--- config.mk ---
export PLATFORM = sky130hd
export DESIGN_NAME = hwm_multiplier
export DESIGN_NICKNAME = d
export VERILOG_FILES = /design/src/logic/hwm_pkg.sv /design/src/logic/hwm_multiplier.sv
export SDC_FILE = /design/constraint.sdc
export NUM_CORES = 1
export LEC_CHECK = 0
export ABC_AREA = 1
export BUFFER_PORTS_ARGS = -buffer_cell sky130_fd_sc_hd__clkbuf_2
export CAP_MARGIN = 10
export CELL_PAD_IN_SITES_DETAIL_PLACEMENT = 1
export CELL_PAD_IN_SITES_GLOBAL_PLACEMENT = 1
export CORE_UTILIZATION = 23
export CTS_BUF_LIST = sky130_fd_sc_hd__clkbuf_4
export DETAILED_ROUTE_END_ITERATION = 16
export GPL_TIMING_DRIVEN = 0
export PLACE_DENSITY_LB_ADDON = 0.1
export SYNTH_ARGS = -nofsm -noshare
export SYNTH_HDL_FRONTEND = slang
export SYNTH_SLANG_ARGS = --single-unit
--- constraint.sdc ---
create_clock -name clk -period 3.54 [get_ports clk]
set_input_delay 0.708 -clock clk [delete_from_list [all_inputs] [get_ports clk]]
set_output_delay 0.708 -clock clk [all_outputs]
set_load 0.03 [all_outputs]
--- src/logic/hwm_pkg.sv ---
// Package of constants and types for the 8x8 hardware multiplier datapath
// Operation
// - Literal multiply: working register times immediate
// - Full 16-bit product split high/low bytes
// - File multiply: working register times addressed register
// - File multiply leaves both source operands unchanged
// - Multiplies never touch any status flag
`default_nettype none
package hwm_pkg;

   // Operand and product widths
   localparam int OPW   = 8;
   localparam int PRODW = 16;

   // Phase sequence within one instruction cycle
   typedef enum logic [1:0] {
      HWM_PH_DECODE  = 2'b00,
      HWM_PH_READ    = 2'b01,
      HWM_PH_EXECUTE = 2'b10,
      HWM_PH_WRITE   = 2'b11
   } hwm_phase_t;

   // Instruction selector from the decoder
   typedef enum logic [1:0] {
      HWM_OP_NONE    = 2'b00,
      HWM_OP_LITERAL = 2'b01,
      HWM_OP_FILE    = 2'b10
   } hwm_op_t;

   // Values after reset
   localparam logic [7:0] PROD_RESET   = 8'h00;
   localparam logic [7:0] FACTOR_RESET = 8'h00;
   // Last phase of one instruction cycle
   localparam logic [1:0] PHASE_LAST   = 2'h3;

endpackage : hwm_pkg
`default_nettype wire

--- src/logic/hwm_multiplier.sv ---
// Single-cycle 8x8 unsigned multiplier with product register pair
`timescale 1ns/1ns
`default_nettype none
module hwm_multiplier (
   // Clock and reset
   input  wire logic             clk,
   input  wire logic             rst_n,
   // Decoder request, sampled in the decode phase
   input  wire logic             start,
   input  wire hwm_pkg::hwm_op_t op,
   input  wire logic [7:0]       literal_k,
   // Working register and addressed file register (read only)
   input  wire logic [7:0]       working_register,
   input  wire logic [7:0]       file_data,
   // Product register pair and phase indication
   output logic [7:0]            product_high,
   output logic [7:0]            product_low,
   output logic                  product_write,
   output logic                  busy,
   output var hwm_pkg::hwm_phase_t phase
);

   hwm_pkg::hwm_op_t   op_reg;
   logic [7:0]         lit_reg;
   logic [7:0]         fa_reg;
   logic [7:0]         fb_reg;
   logic [15:0]        prod_reg;
   logic [15:0]        prod_next;

   // Phase sequencer: decode, read, execute, write, then idle again
   always_ff @(posedge clk or negedge rst_n)
   begin
      if (!rst_n)
      begin
         phase <= hwm_pkg::HWM_PH_DECODE;
         busy  <= 1'b0;
      end
      else if (busy)
      begin
         phase <= hwm_pkg::hwm_phase_t'(phase + 2'h1);
         busy  <= (phase != hwm_pkg::PHASE_LAST);
      end
      else if (start && op != hwm_pkg::HWM_OP_NONE)
      begin
         phase <= hwm_pkg::HWM_PH_READ;
         busy  <= 1'b1;
      end
   end

   // Decode: latch which instruction and its literal
   always_ff @(posedge clk or negedge rst_n)
   begin
      if (!rst_n)
      begin
         op_reg  <= hwm_pkg::HWM_OP_NONE;
         lit_reg <= hwm_pkg::FACTOR_RESET;
      end
      else if (!busy && start)
      begin
         op_reg  <= op;
         lit_reg <= literal_k;
      end
   end

   // Operand read phase; sources are only sampled, never written back
   always_ff @(posedge clk or negedge rst_n)
   begin
      if (!rst_n)
      begin
         fa_reg <= hwm_pkg::FACTOR_RESET;
         fb_reg <= hwm_pkg::FACTOR_RESET;
      end
      else if (busy && phase == hwm_pkg::HWM_PH_READ)
      begin
         fa_reg <= working_register;
         case (op_reg)
            hwm_pkg::HWM_OP_LITERAL: fb_reg <= lit_reg;
            hwm_pkg::HWM_OP_FILE:    fb_reg <= file_data;
            default:                 fb_reg <= hwm_pkg::FACTOR_RESET;
         endcase
      end
   end

   // Execute: zero-extended operands, so the product never overflows 16 bits
   always_comb
   begin
      prod_next = 16'({8'h00, fa_reg} * {8'h00, fb_reg});
   end

   always_ff @(posedge clk or negedge rst_n)
   begin
      if (!rst_n)
         prod_reg <= {hwm_pkg::PROD_RESET, hwm_pkg::PROD_RESET};
      else if (busy && phase == hwm_pkg::HWM_PH_EXECUTE)
         prod_reg <= prod_next;
   end

   // Write phase: only the product pair changes; no flag output exists
   always_ff @(posedge clk or negedge rst_n)
   begin
      if (!rst_n)
      begin
         product_high  <= hwm_pkg::PROD_RESET;
         product_low   <= hwm_pkg::PROD_RESET;
         product_write <= 1'b0;
      end
      else
      begin
         product_write <= busy && phase == hwm_pkg::HWM_PH_WRITE;
         if (busy && phase == hwm_pkg::HWM_PH_WRITE)
         begin
            product_high <= prod_reg[15:8];
            product_low  <= prod_reg[7:0];
         end
      end
   end

   // Assertions
   property p_seq;
      @(posedge clk) disable iff (!rst_n)
      (!busy && start && op != hwm_pkg::HWM_OP_NONE) |-> ##4 product_write;
   endproperty
   a_seq: assert property (p_seq) else $error("product not written 4 cycles after start");

   property p_lit;
      @(posedge clk) disable iff (!rst_n)
      (!busy && start && op == hwm_pkg::HWM_OP_LITERAL) ##1 1'b1
      |-> ##4 ({product_high, product_low} ==
               {8'h00, $past(working_register, 4)} * {8'h00, $past(literal_k, 5)});
   endproperty
   a_lit: assert property (p_lit) else $error("literal product wrong");

   property p_file;
      @(posedge clk) disable iff (!rst_n)
      (!busy && start && op == hwm_pkg::HWM_OP_FILE) ##1 1'b1
      |-> ##4 ({product_high, product_low} ==
               {8'h00, $past(working_register, 4)} * {8'h00, $past(file_data, 4)});
   endproperty
   a_file: assert property (p_file) else $error("file product wrong");

   property p_split;
      @(posedge clk) disable iff (!rst_n)
      product_write |-> product_high == $past(prod_reg[15:8]) && product_low == $past(prod_reg[7:0]);
   endproperty
   a_split: assert property (p_split) else $error("product bytes swapped");

   property p_hold;
      @(posedge clk) disable iff (!rst_n)
      !product_write |-> $stable(product_high) && $stable(product_low);
   endproperty
   a_hold: assert property (p_hold) else $error("product changed outside write");

   // Decode is the request cycle itself, so busy covers read, execute and write only
   property p_busy;
      @(posedge clk) disable iff (!rst_n)
      $rose(busy) |-> busy[*3] ##1 !busy;
   endproperty
   a_busy: assert property (p_busy) else $error("busy not three phases");

   // Every busy cycle advances exactly one phase; a late start cannot restart it
   property p_step;
      @(posedge clk) disable iff (!rst_n)
      busy |=> phase == hwm_pkg::hwm_phase_t'($past(phase) + 2'h1);
   endproperty
   a_step: assert property (p_step) else $error("phase did not advance by one");

   // Outside an instruction the sequencer rests in decode
   property p_idle;
      @(posedge clk) disable iff (!rst_n)
      !busy |-> phase == hwm_pkg::HWM_PH_DECODE;
   endproperty
   a_idle: assert property (p_idle) else $error("idle but phase not decode");

   // Requests are refused while busy, so write pulses never come back to back
   property p_pulse;
      @(posedge clk) disable iff (!rst_n)
      product_write |=> !product_write;
   endproperty
   a_pulse: assert property (p_pulse) else $error("write pulse longer than one cycle");

   // The pair is only written out of the write phase
   property p_wsrc;
      @(posedge clk) disable iff (!rst_n)
      product_write |-> $past(busy) && $past(phase) == hwm_pkg::HWM_PH_WRITE;
   endproperty
   a_wsrc: assert property (p_wsrc) else $error("write outside write phase");

   // A start while busy must not disturb the instruction already latched
   property p_refuse;
      @(posedge clk) disable iff (!rst_n)
      (busy && start) |=> $stable(op_reg) && $stable(lit_reg);
   endproperty
   a_refuse: assert property (p_refuse) else $error("busy request was taken");

   // Read phase captures the working register as it stands, never a later value
   property p_working_register;
      @(posedge clk) disable iff (!rst_n)
      (busy && phase == hwm_pkg::HWM_PH_READ) |=> fa_reg == $past(working_register);
   endproperty
   a_working_register: assert property (p_working_register) else $error("working register not captured");

   // File multiply takes its second factor from the addressed register
   property p_ffac;
      @(posedge clk) disable iff (!rst_n)
      (busy && phase == hwm_pkg::HWM_PH_READ && op_reg == hwm_pkg::HWM_OP_FILE)
      |=> fb_reg == $past(file_data);
   endproperty
   a_ffac: assert property (p_ffac) else $error("file factor not captured");

   // Literal multiply takes its second factor from the immediate latched at decode
   property p_lfac;
      @(posedge clk) disable iff (!rst_n)
      (busy && phase == hwm_pkg::HWM_PH_READ && op_reg == hwm_pkg::HWM_OP_LITERAL)
      |=> fb_reg == $past(lit_reg);
   endproperty
   a_lfac: assert property (p_lfac) else $error("literal factor not captured");

   c_lit:  cover property (@(posedge clk) disable iff (!rst_n)
      start && op == hwm_pkg::HWM_OP_LITERAL && !busy);
   c_file: cover property (@(posedge clk) disable iff (!rst_n)
      start && op == hwm_pkg::HWM_OP_FILE && !busy);
   c_zero: cover property (@(posedge clk) disable iff (!rst_n)
      product_write && product_high == 8'h00 && product_low == 8'h00);
   // Refused request and a request right behind a finished one
   c_refuse: cover property (@(posedge clk) disable iff (!rst_n)
      busy && start && op != hwm_pkg::HWM_OP_NONE);
   c_b2b:    cover property (@(posedge clk) disable iff (!rst_n)
      product_write && start && op != hwm_pkg::HWM_OP_NONE);

endmodule : hwm_multiplier
`default_nettype wire

Yosys cells after proc, flatten, opt, wreduce, memory -nomap -nowiden
Index checks and enable logic that the tools add are counted.

Multipliers: 1. Reductions and logical operators: 8. Equal/unequal tests: 6. Multiplexer cells: 5. $add $sub $neg: 1.

Operator list (number): multiplier 8 x 8 -> 16 bit (1); one-hot mux 8 bit (2 select lines) (1); equality test 2 bit, second input constant (3); logical AND 1 bit (5); equality test 2 x 1 -> 1 bit, second input constant (2); two-way mux 2 bit (2); nonzero test 2 bit (2); adder 2 x 1 -> 2 bit, second input constant (1); two-way mux 1 bit (2); inequality test 2 bit, second input constant (1); logical NOT 1 bit (1).

Input port bits: 29. Logic and storage cells: 31. Flip-flop bits (word level): 62. Output and inout bits: 20.

Logic depth before layout (Yosys ltp)
Word-level depth: 4. Gate-level depth with buffers: 21. Gate-level depth less buffers: 20.

Worst setup path before layout
Ideal clock, no wire load.

Kind: register -> register. From: register fb_reg[7]. To: register prod_reg[15]. Data required time: 3.423 ns. Setup time: 0.117 ns. Path slack: -0.352 ns. Buffers on the path: 1. Period minus slack after synthesis: 3.892 ns. Stages on the path, launching flop included: 20. Arrival: 3.775 ns. Path through: dfrtp_1 clkbuf_1 nand2_1 fa_1 fa_1 inv_1 fa_1 inv_1 fa_1 inv_1 ha_1 nand2_1 inv_1 nand2_1 nor2_1 nand2_1 nand3_1 nand2_1 nand3_1 nand2_1.

Cells in the longest elaborated chain, start to end: 1.

RTL lines: start: declaration (line hwm_multiplier.sv:26) `logic [7:0] fb_reg;`; start signal: assignment (line hwm_multiplier.sv:71) `fb_reg <= hwm_pkg::FACTOR_RESET;`; start signal: assignment (line hwm_multiplier.sv:77) `hwm_pkg::HWM_OP_LITERAL: fb_reg <= lit_reg;`; start signal: assignment (line hwm_multiplier.sv:78) `hwm_pkg::HWM_OP_FILE: fb_reg <= file_data;`; multiplier 8 x 8 -> 16 bit (line hwm_multiplier.sv:87) `prod_next = 16'({8'h00, fa_reg} * {8'h00, fb_reg});`; end signal: assignment (line hwm_multiplier.sv:93) `prod_reg <= {hwm_pkg::PROD_RESET, hwm_pkg::PROD_RESET};`; end signal: assignment (line hwm_multiplier.sv:95) `prod_reg <= prod_next;`; end: declaration (line hwm_multiplier.sv:27) `logic [15:0] prod_reg;`.

No other way between the ends. A chain may end at the register's enable or synchronous reset.

Worst setup path after layout
From: register fa_reg[3]. To: register prod_reg[14].

Cells in the longest elaborated chain, start to end: 1.

RTL lines: start: declaration (line hwm_multiplier.sv:25) `logic [7:0] fa_reg;`; start signal: assignment (line hwm_multiplier.sv:70) `fa_reg <= hwm_pkg::FACTOR_RESET;`; start signal: assignment (line hwm_multiplier.sv:75) `fa_reg <= working_register;`; multiplier 8 x 8 -> 16 bit (line hwm_multiplier.sv:87).

No other way between the ends.

==> run_results.csv <==
group,metric,value,unit
run_status,status,"finished with violations",
run_status,violations,"negative setup slack",
cts,clock-root-buffer,"clkbuf_4",
logic_synthesis,synth_top_family_by_area,"adder cells",
die,die-area,0.0219,mm2
global_route,track_usage,12.5,%
pwr,leakagePower,3.61,nW
critical_path,reg2reg_slack,-0.25,ns
global_route,grt_antenna_before_repair,0,
cells_and_area,instances_no_fill,996,
cells_and_area,final_cell_mix,"nand2_1 (218), inv_1 (147), dfrtp_1 (58), clkbuf_2 (47)",
pwr,p_comb_share,57.2,%
pwr,internal_power,2.26,mW
logic_synthesis,syn_nets,757,
sta,hold_violations,0,
critical_path,cpMaxStageDelayCell,"fa_1",
sta,fin_ws,-0.252,ns
cells_and_area,drive_above_1_share,22.5,%
cts,clock_latency,0.44,ns
logic_synthesis,synth-seq-cells,62,
routing,wirelength,12.3,mm
sta,fin_crit,3.79,ns
cts,cts_sinks,62,
critical_path,max_stage_delay,0.54,ns
critical_path,crit_path_cell_trace,"buf_8 -> nand2_4 -> inv_2 -> fa_1 -> inv_1 -> fa_1 -> inv_1 -> fa_1 -> inv_2 -> fa_1 -> inv_2 -> ha_4 -> nand2_2 -> nand2_2 -> nand2_1 -> nand2_1 -> nand2_1 -> nand3_1 -> nand2_1 -> nand3_2 -> nand2_1",
cells_and_area,final_common_cell,"nand2_1",
sta,clock_skew,0.0200,ns
logic_synthesis,ys_warn_count,0,
sta,slew_violations,0,
die,io_pins,49,
pwr,seq_power_share,27.1,%
cts,cts_buffers,9,
critical_path,crit_arrival,4.13,ns
sta,relSlewSlack,70.3,%
global_route,grt_pass1_vias,4370,
pwr,cellPowerDensity,681,mW/mm2
critical_path,r2r-start,"fa_reg[3]$_DFFE_PN0P_",
routing,drt-pass1-iter-count,4,
routing,drc_errors,0,
critical_path,end_kind,"flop",
logic_synthesis,syn_area,0.00489,mm2
sta,worstMarginPinSlew,0.446,ns
critical_path,r2r-end,"prod_reg[14]$_DFFE_PN0P_",
pwr,vdd_ir_drop_max,0.000235,V
sta,post-route-period-util,107,%
routing,wl_per_cell,12.4,um
pwr,p_switching,1.91,mW
critical_path,path_class,"reg2reg",
global_route,gr-total-overflow,0,
sta,final-setup-viol-count,8,
logic_synthesis,synthAdderAreaFrac,25.2,%
critical_path,crit_path_start_kind,"flop",
die,rows,52,
placed_design,dp_hpwl,9.99,mm
logic_synthesis,synth_edf_count,0,
cts,clkSlewWorstSetupHoldPaths,0.12,ns
routing,postRouteAntennaNets,0,
hold_path,hp-class,"in2async",
run,maxCapViolCount,0,
routing,drt_iter0_drc,140,
routing,viasPerCell,4.00,
cts,cts-hold-fix-buffers,0,
sta,fin_tns_setup,-1.60,ns
cells_and_area,largest_reg_flops,16,
sta,grt_setup_unrepaired,"true",
die,die_w,148,um
routing,vias,3986,
placed_design,dp.cells,970,
logic_synthesis,synth_cell_types,25,
cts,htree_levels,3,
pwr,swShare,45.9,%
cells_and_area,num_antenna_cells,0,
cts,cts_max_path_buffers,2,
die,core_region_area,0.0206,mm2
pwr,pwr-share-clk,15.7,%
critical_path,worstPathRequired,3.88,ns
critical_path,worst_path_most_repeated_cell,"nand2_1",
critical_path,path_max_fanout,7,
placed_design,post-place-ws,-0.557,ns
global_route,grt_max_degree,48,
pwr,total_power,4.17,mW
sta,max_freq,264,MHz
placed_design,port_buffers,48,
logic_synthesis,synth_top_area_cell,"dfrtp_1",
cells_and_area,utilization,29.8,%
die,start_util,23.8,%
placed_design,place_congestion,0.736,
logic_synthesis,netlist.area_leader.share,31.7,%
logic_synthesis,netlist_instances,651,
logic_synthesis,muxShareOfSynthArea,0,%
logic_synthesis,synth-simple-area-share,22.7,%
cts,tritoncts,"built",
global_route,grt_first_pass_wirelength,21.7,mm
logic_synthesis,synth_area_leaders,"dfrtp_1 (32%), nand2_1 (18%), fa_1 (15%)",
logic_synthesis,synth_area_per_cell,7.51,um2
logic_synthesis,synth_flop_cell,"dfrtp_1",
cells_and_area,final_nets,827,
logic_synthesis,synthArstFlopShare,100,%
critical_path,rr_worst_depth,21,
cells_and_area,area_growth,25.1,%
logic_synthesis,ys_seq_area_share,31.7,%
logic_synthesis,synth_compound_area_share,5.50,%
logic_synthesis,synth_xor_area_share,0.716,%
die,die_h,148,um
[per-layer routing]
metal	vias to the layer above	wire [um]	global-route usage, %	share of wire [%]
met5	-	0	0	0
met4	0	119	3.56	0.97
met3	8	289	2.35	2.3
met2	42	6050	21.6	49
met1	1888	5880	15.9	48
li1	2048	-	-	-
[kinds of logic after synthesis]
group / after synthesis
AO/OA/AOI/OAI: 46
XOR/XNOR: 4
adder cells (fa/ha/maj): 77
buffers and inverters: 181
flip-flops: 62
AND/OR/NAND/NOR: 281
[how the worst max path moves through the flow]
stage / from / end / slack (ns) / cells past startpoint
5_1_grt: fa_reg[5]$_DFFE_PN0P_ / prod_reg[14]$_DFFE_PN0P_ / -0.46 / 19
3_5_place_dp: fa_reg[4]$_DFFE_PN0P_ / prod_reg[15]$_DFFE_PN0P_ / -0.56 / 19
2_1_floorplan: fa_reg[3]$_DFFE_PN0P_ / prod_reg[15]$_DFFE_PN0P_ / -0.05 / 21
4_1_cts: fa_reg[3]$_DFFE_PN0P_ / prod_reg[14]$_DFFE_PN0P_ / -0.31 / 21
3_3_place_gp: fa_reg[4]$_DFFE_PN0P_ / prod_reg[15]$_DFFE_PN0P_ / -0.54 / 19
6_report: fa_reg[3]$_DFFE_PN0P_ / prod_reg[14]$_DFFE_PN0P_ / -0.25 / 21
[area by class of cell]
cell class              instances  area [um2]
plain buffers                  21         176
clock buffers                   9        67.6
clock inverters                 7         120
fillers                      2542       14400
inverters                     156         588
multi-input cells             408        2900
flip-flops and latches         62        1560
well taps                     270         338
repair buffers                 63         375
[power groups by stage]
stage / registers (mW) / logic, mW / clock network (mW)
4_1_cts: 1.13 / 2.38 / 0.693
3_3_place_gp: 1.09 / 2.14 / 0
6_report: 1.13 / 2.38 / 0.656
5_1_grt: 1.17 / 2.73 / 0.719
2_1_floorplan: 1.27 / 1.38 / 0
3_5_place_dp: 1.10 / 2.18 / 0
[stage by stage]
step           hold slack (ns)  cell area, um2
5_1_grt                  0.104            6120
3_5_place_dp             0.460            5610
6_report                 0.146            6120
2_1_floorplan            0.412            5000
4_1_cts                  0.106            6010
3_3_place_gp             0.461            5580
[Yosys cell counts, types with 3 or more instances]
master    instances
nand2_1         235
inv_1           153
dfrtp_1          62
ha_1             41
fa_1             36
nor2_1           20
clkbuf_1         19
o21ai_0          18
a21oi_1          17
nand3_1          15
o21ai_2           7
buf_2             5
nand4_1           4
nand2_2           3
[timing repair]
action / CTS / global route
endpoints found under the hold margin: 0 / 0
buffers inserted: 11 / 3
setup endpoints to repair: 10 / 10
resized for setup: 36 / 30
pin swaps: 11 / 11
[critical path: cells and delay by family, from the launching register on]
kind	cells	cell delay [ns]
fa+ha+maj	5	2.28
buf+inv	6	0.37
flops	1	0.40
simple gates	10	0.65
Note: power is estimated with default switching activity, not from simulation.
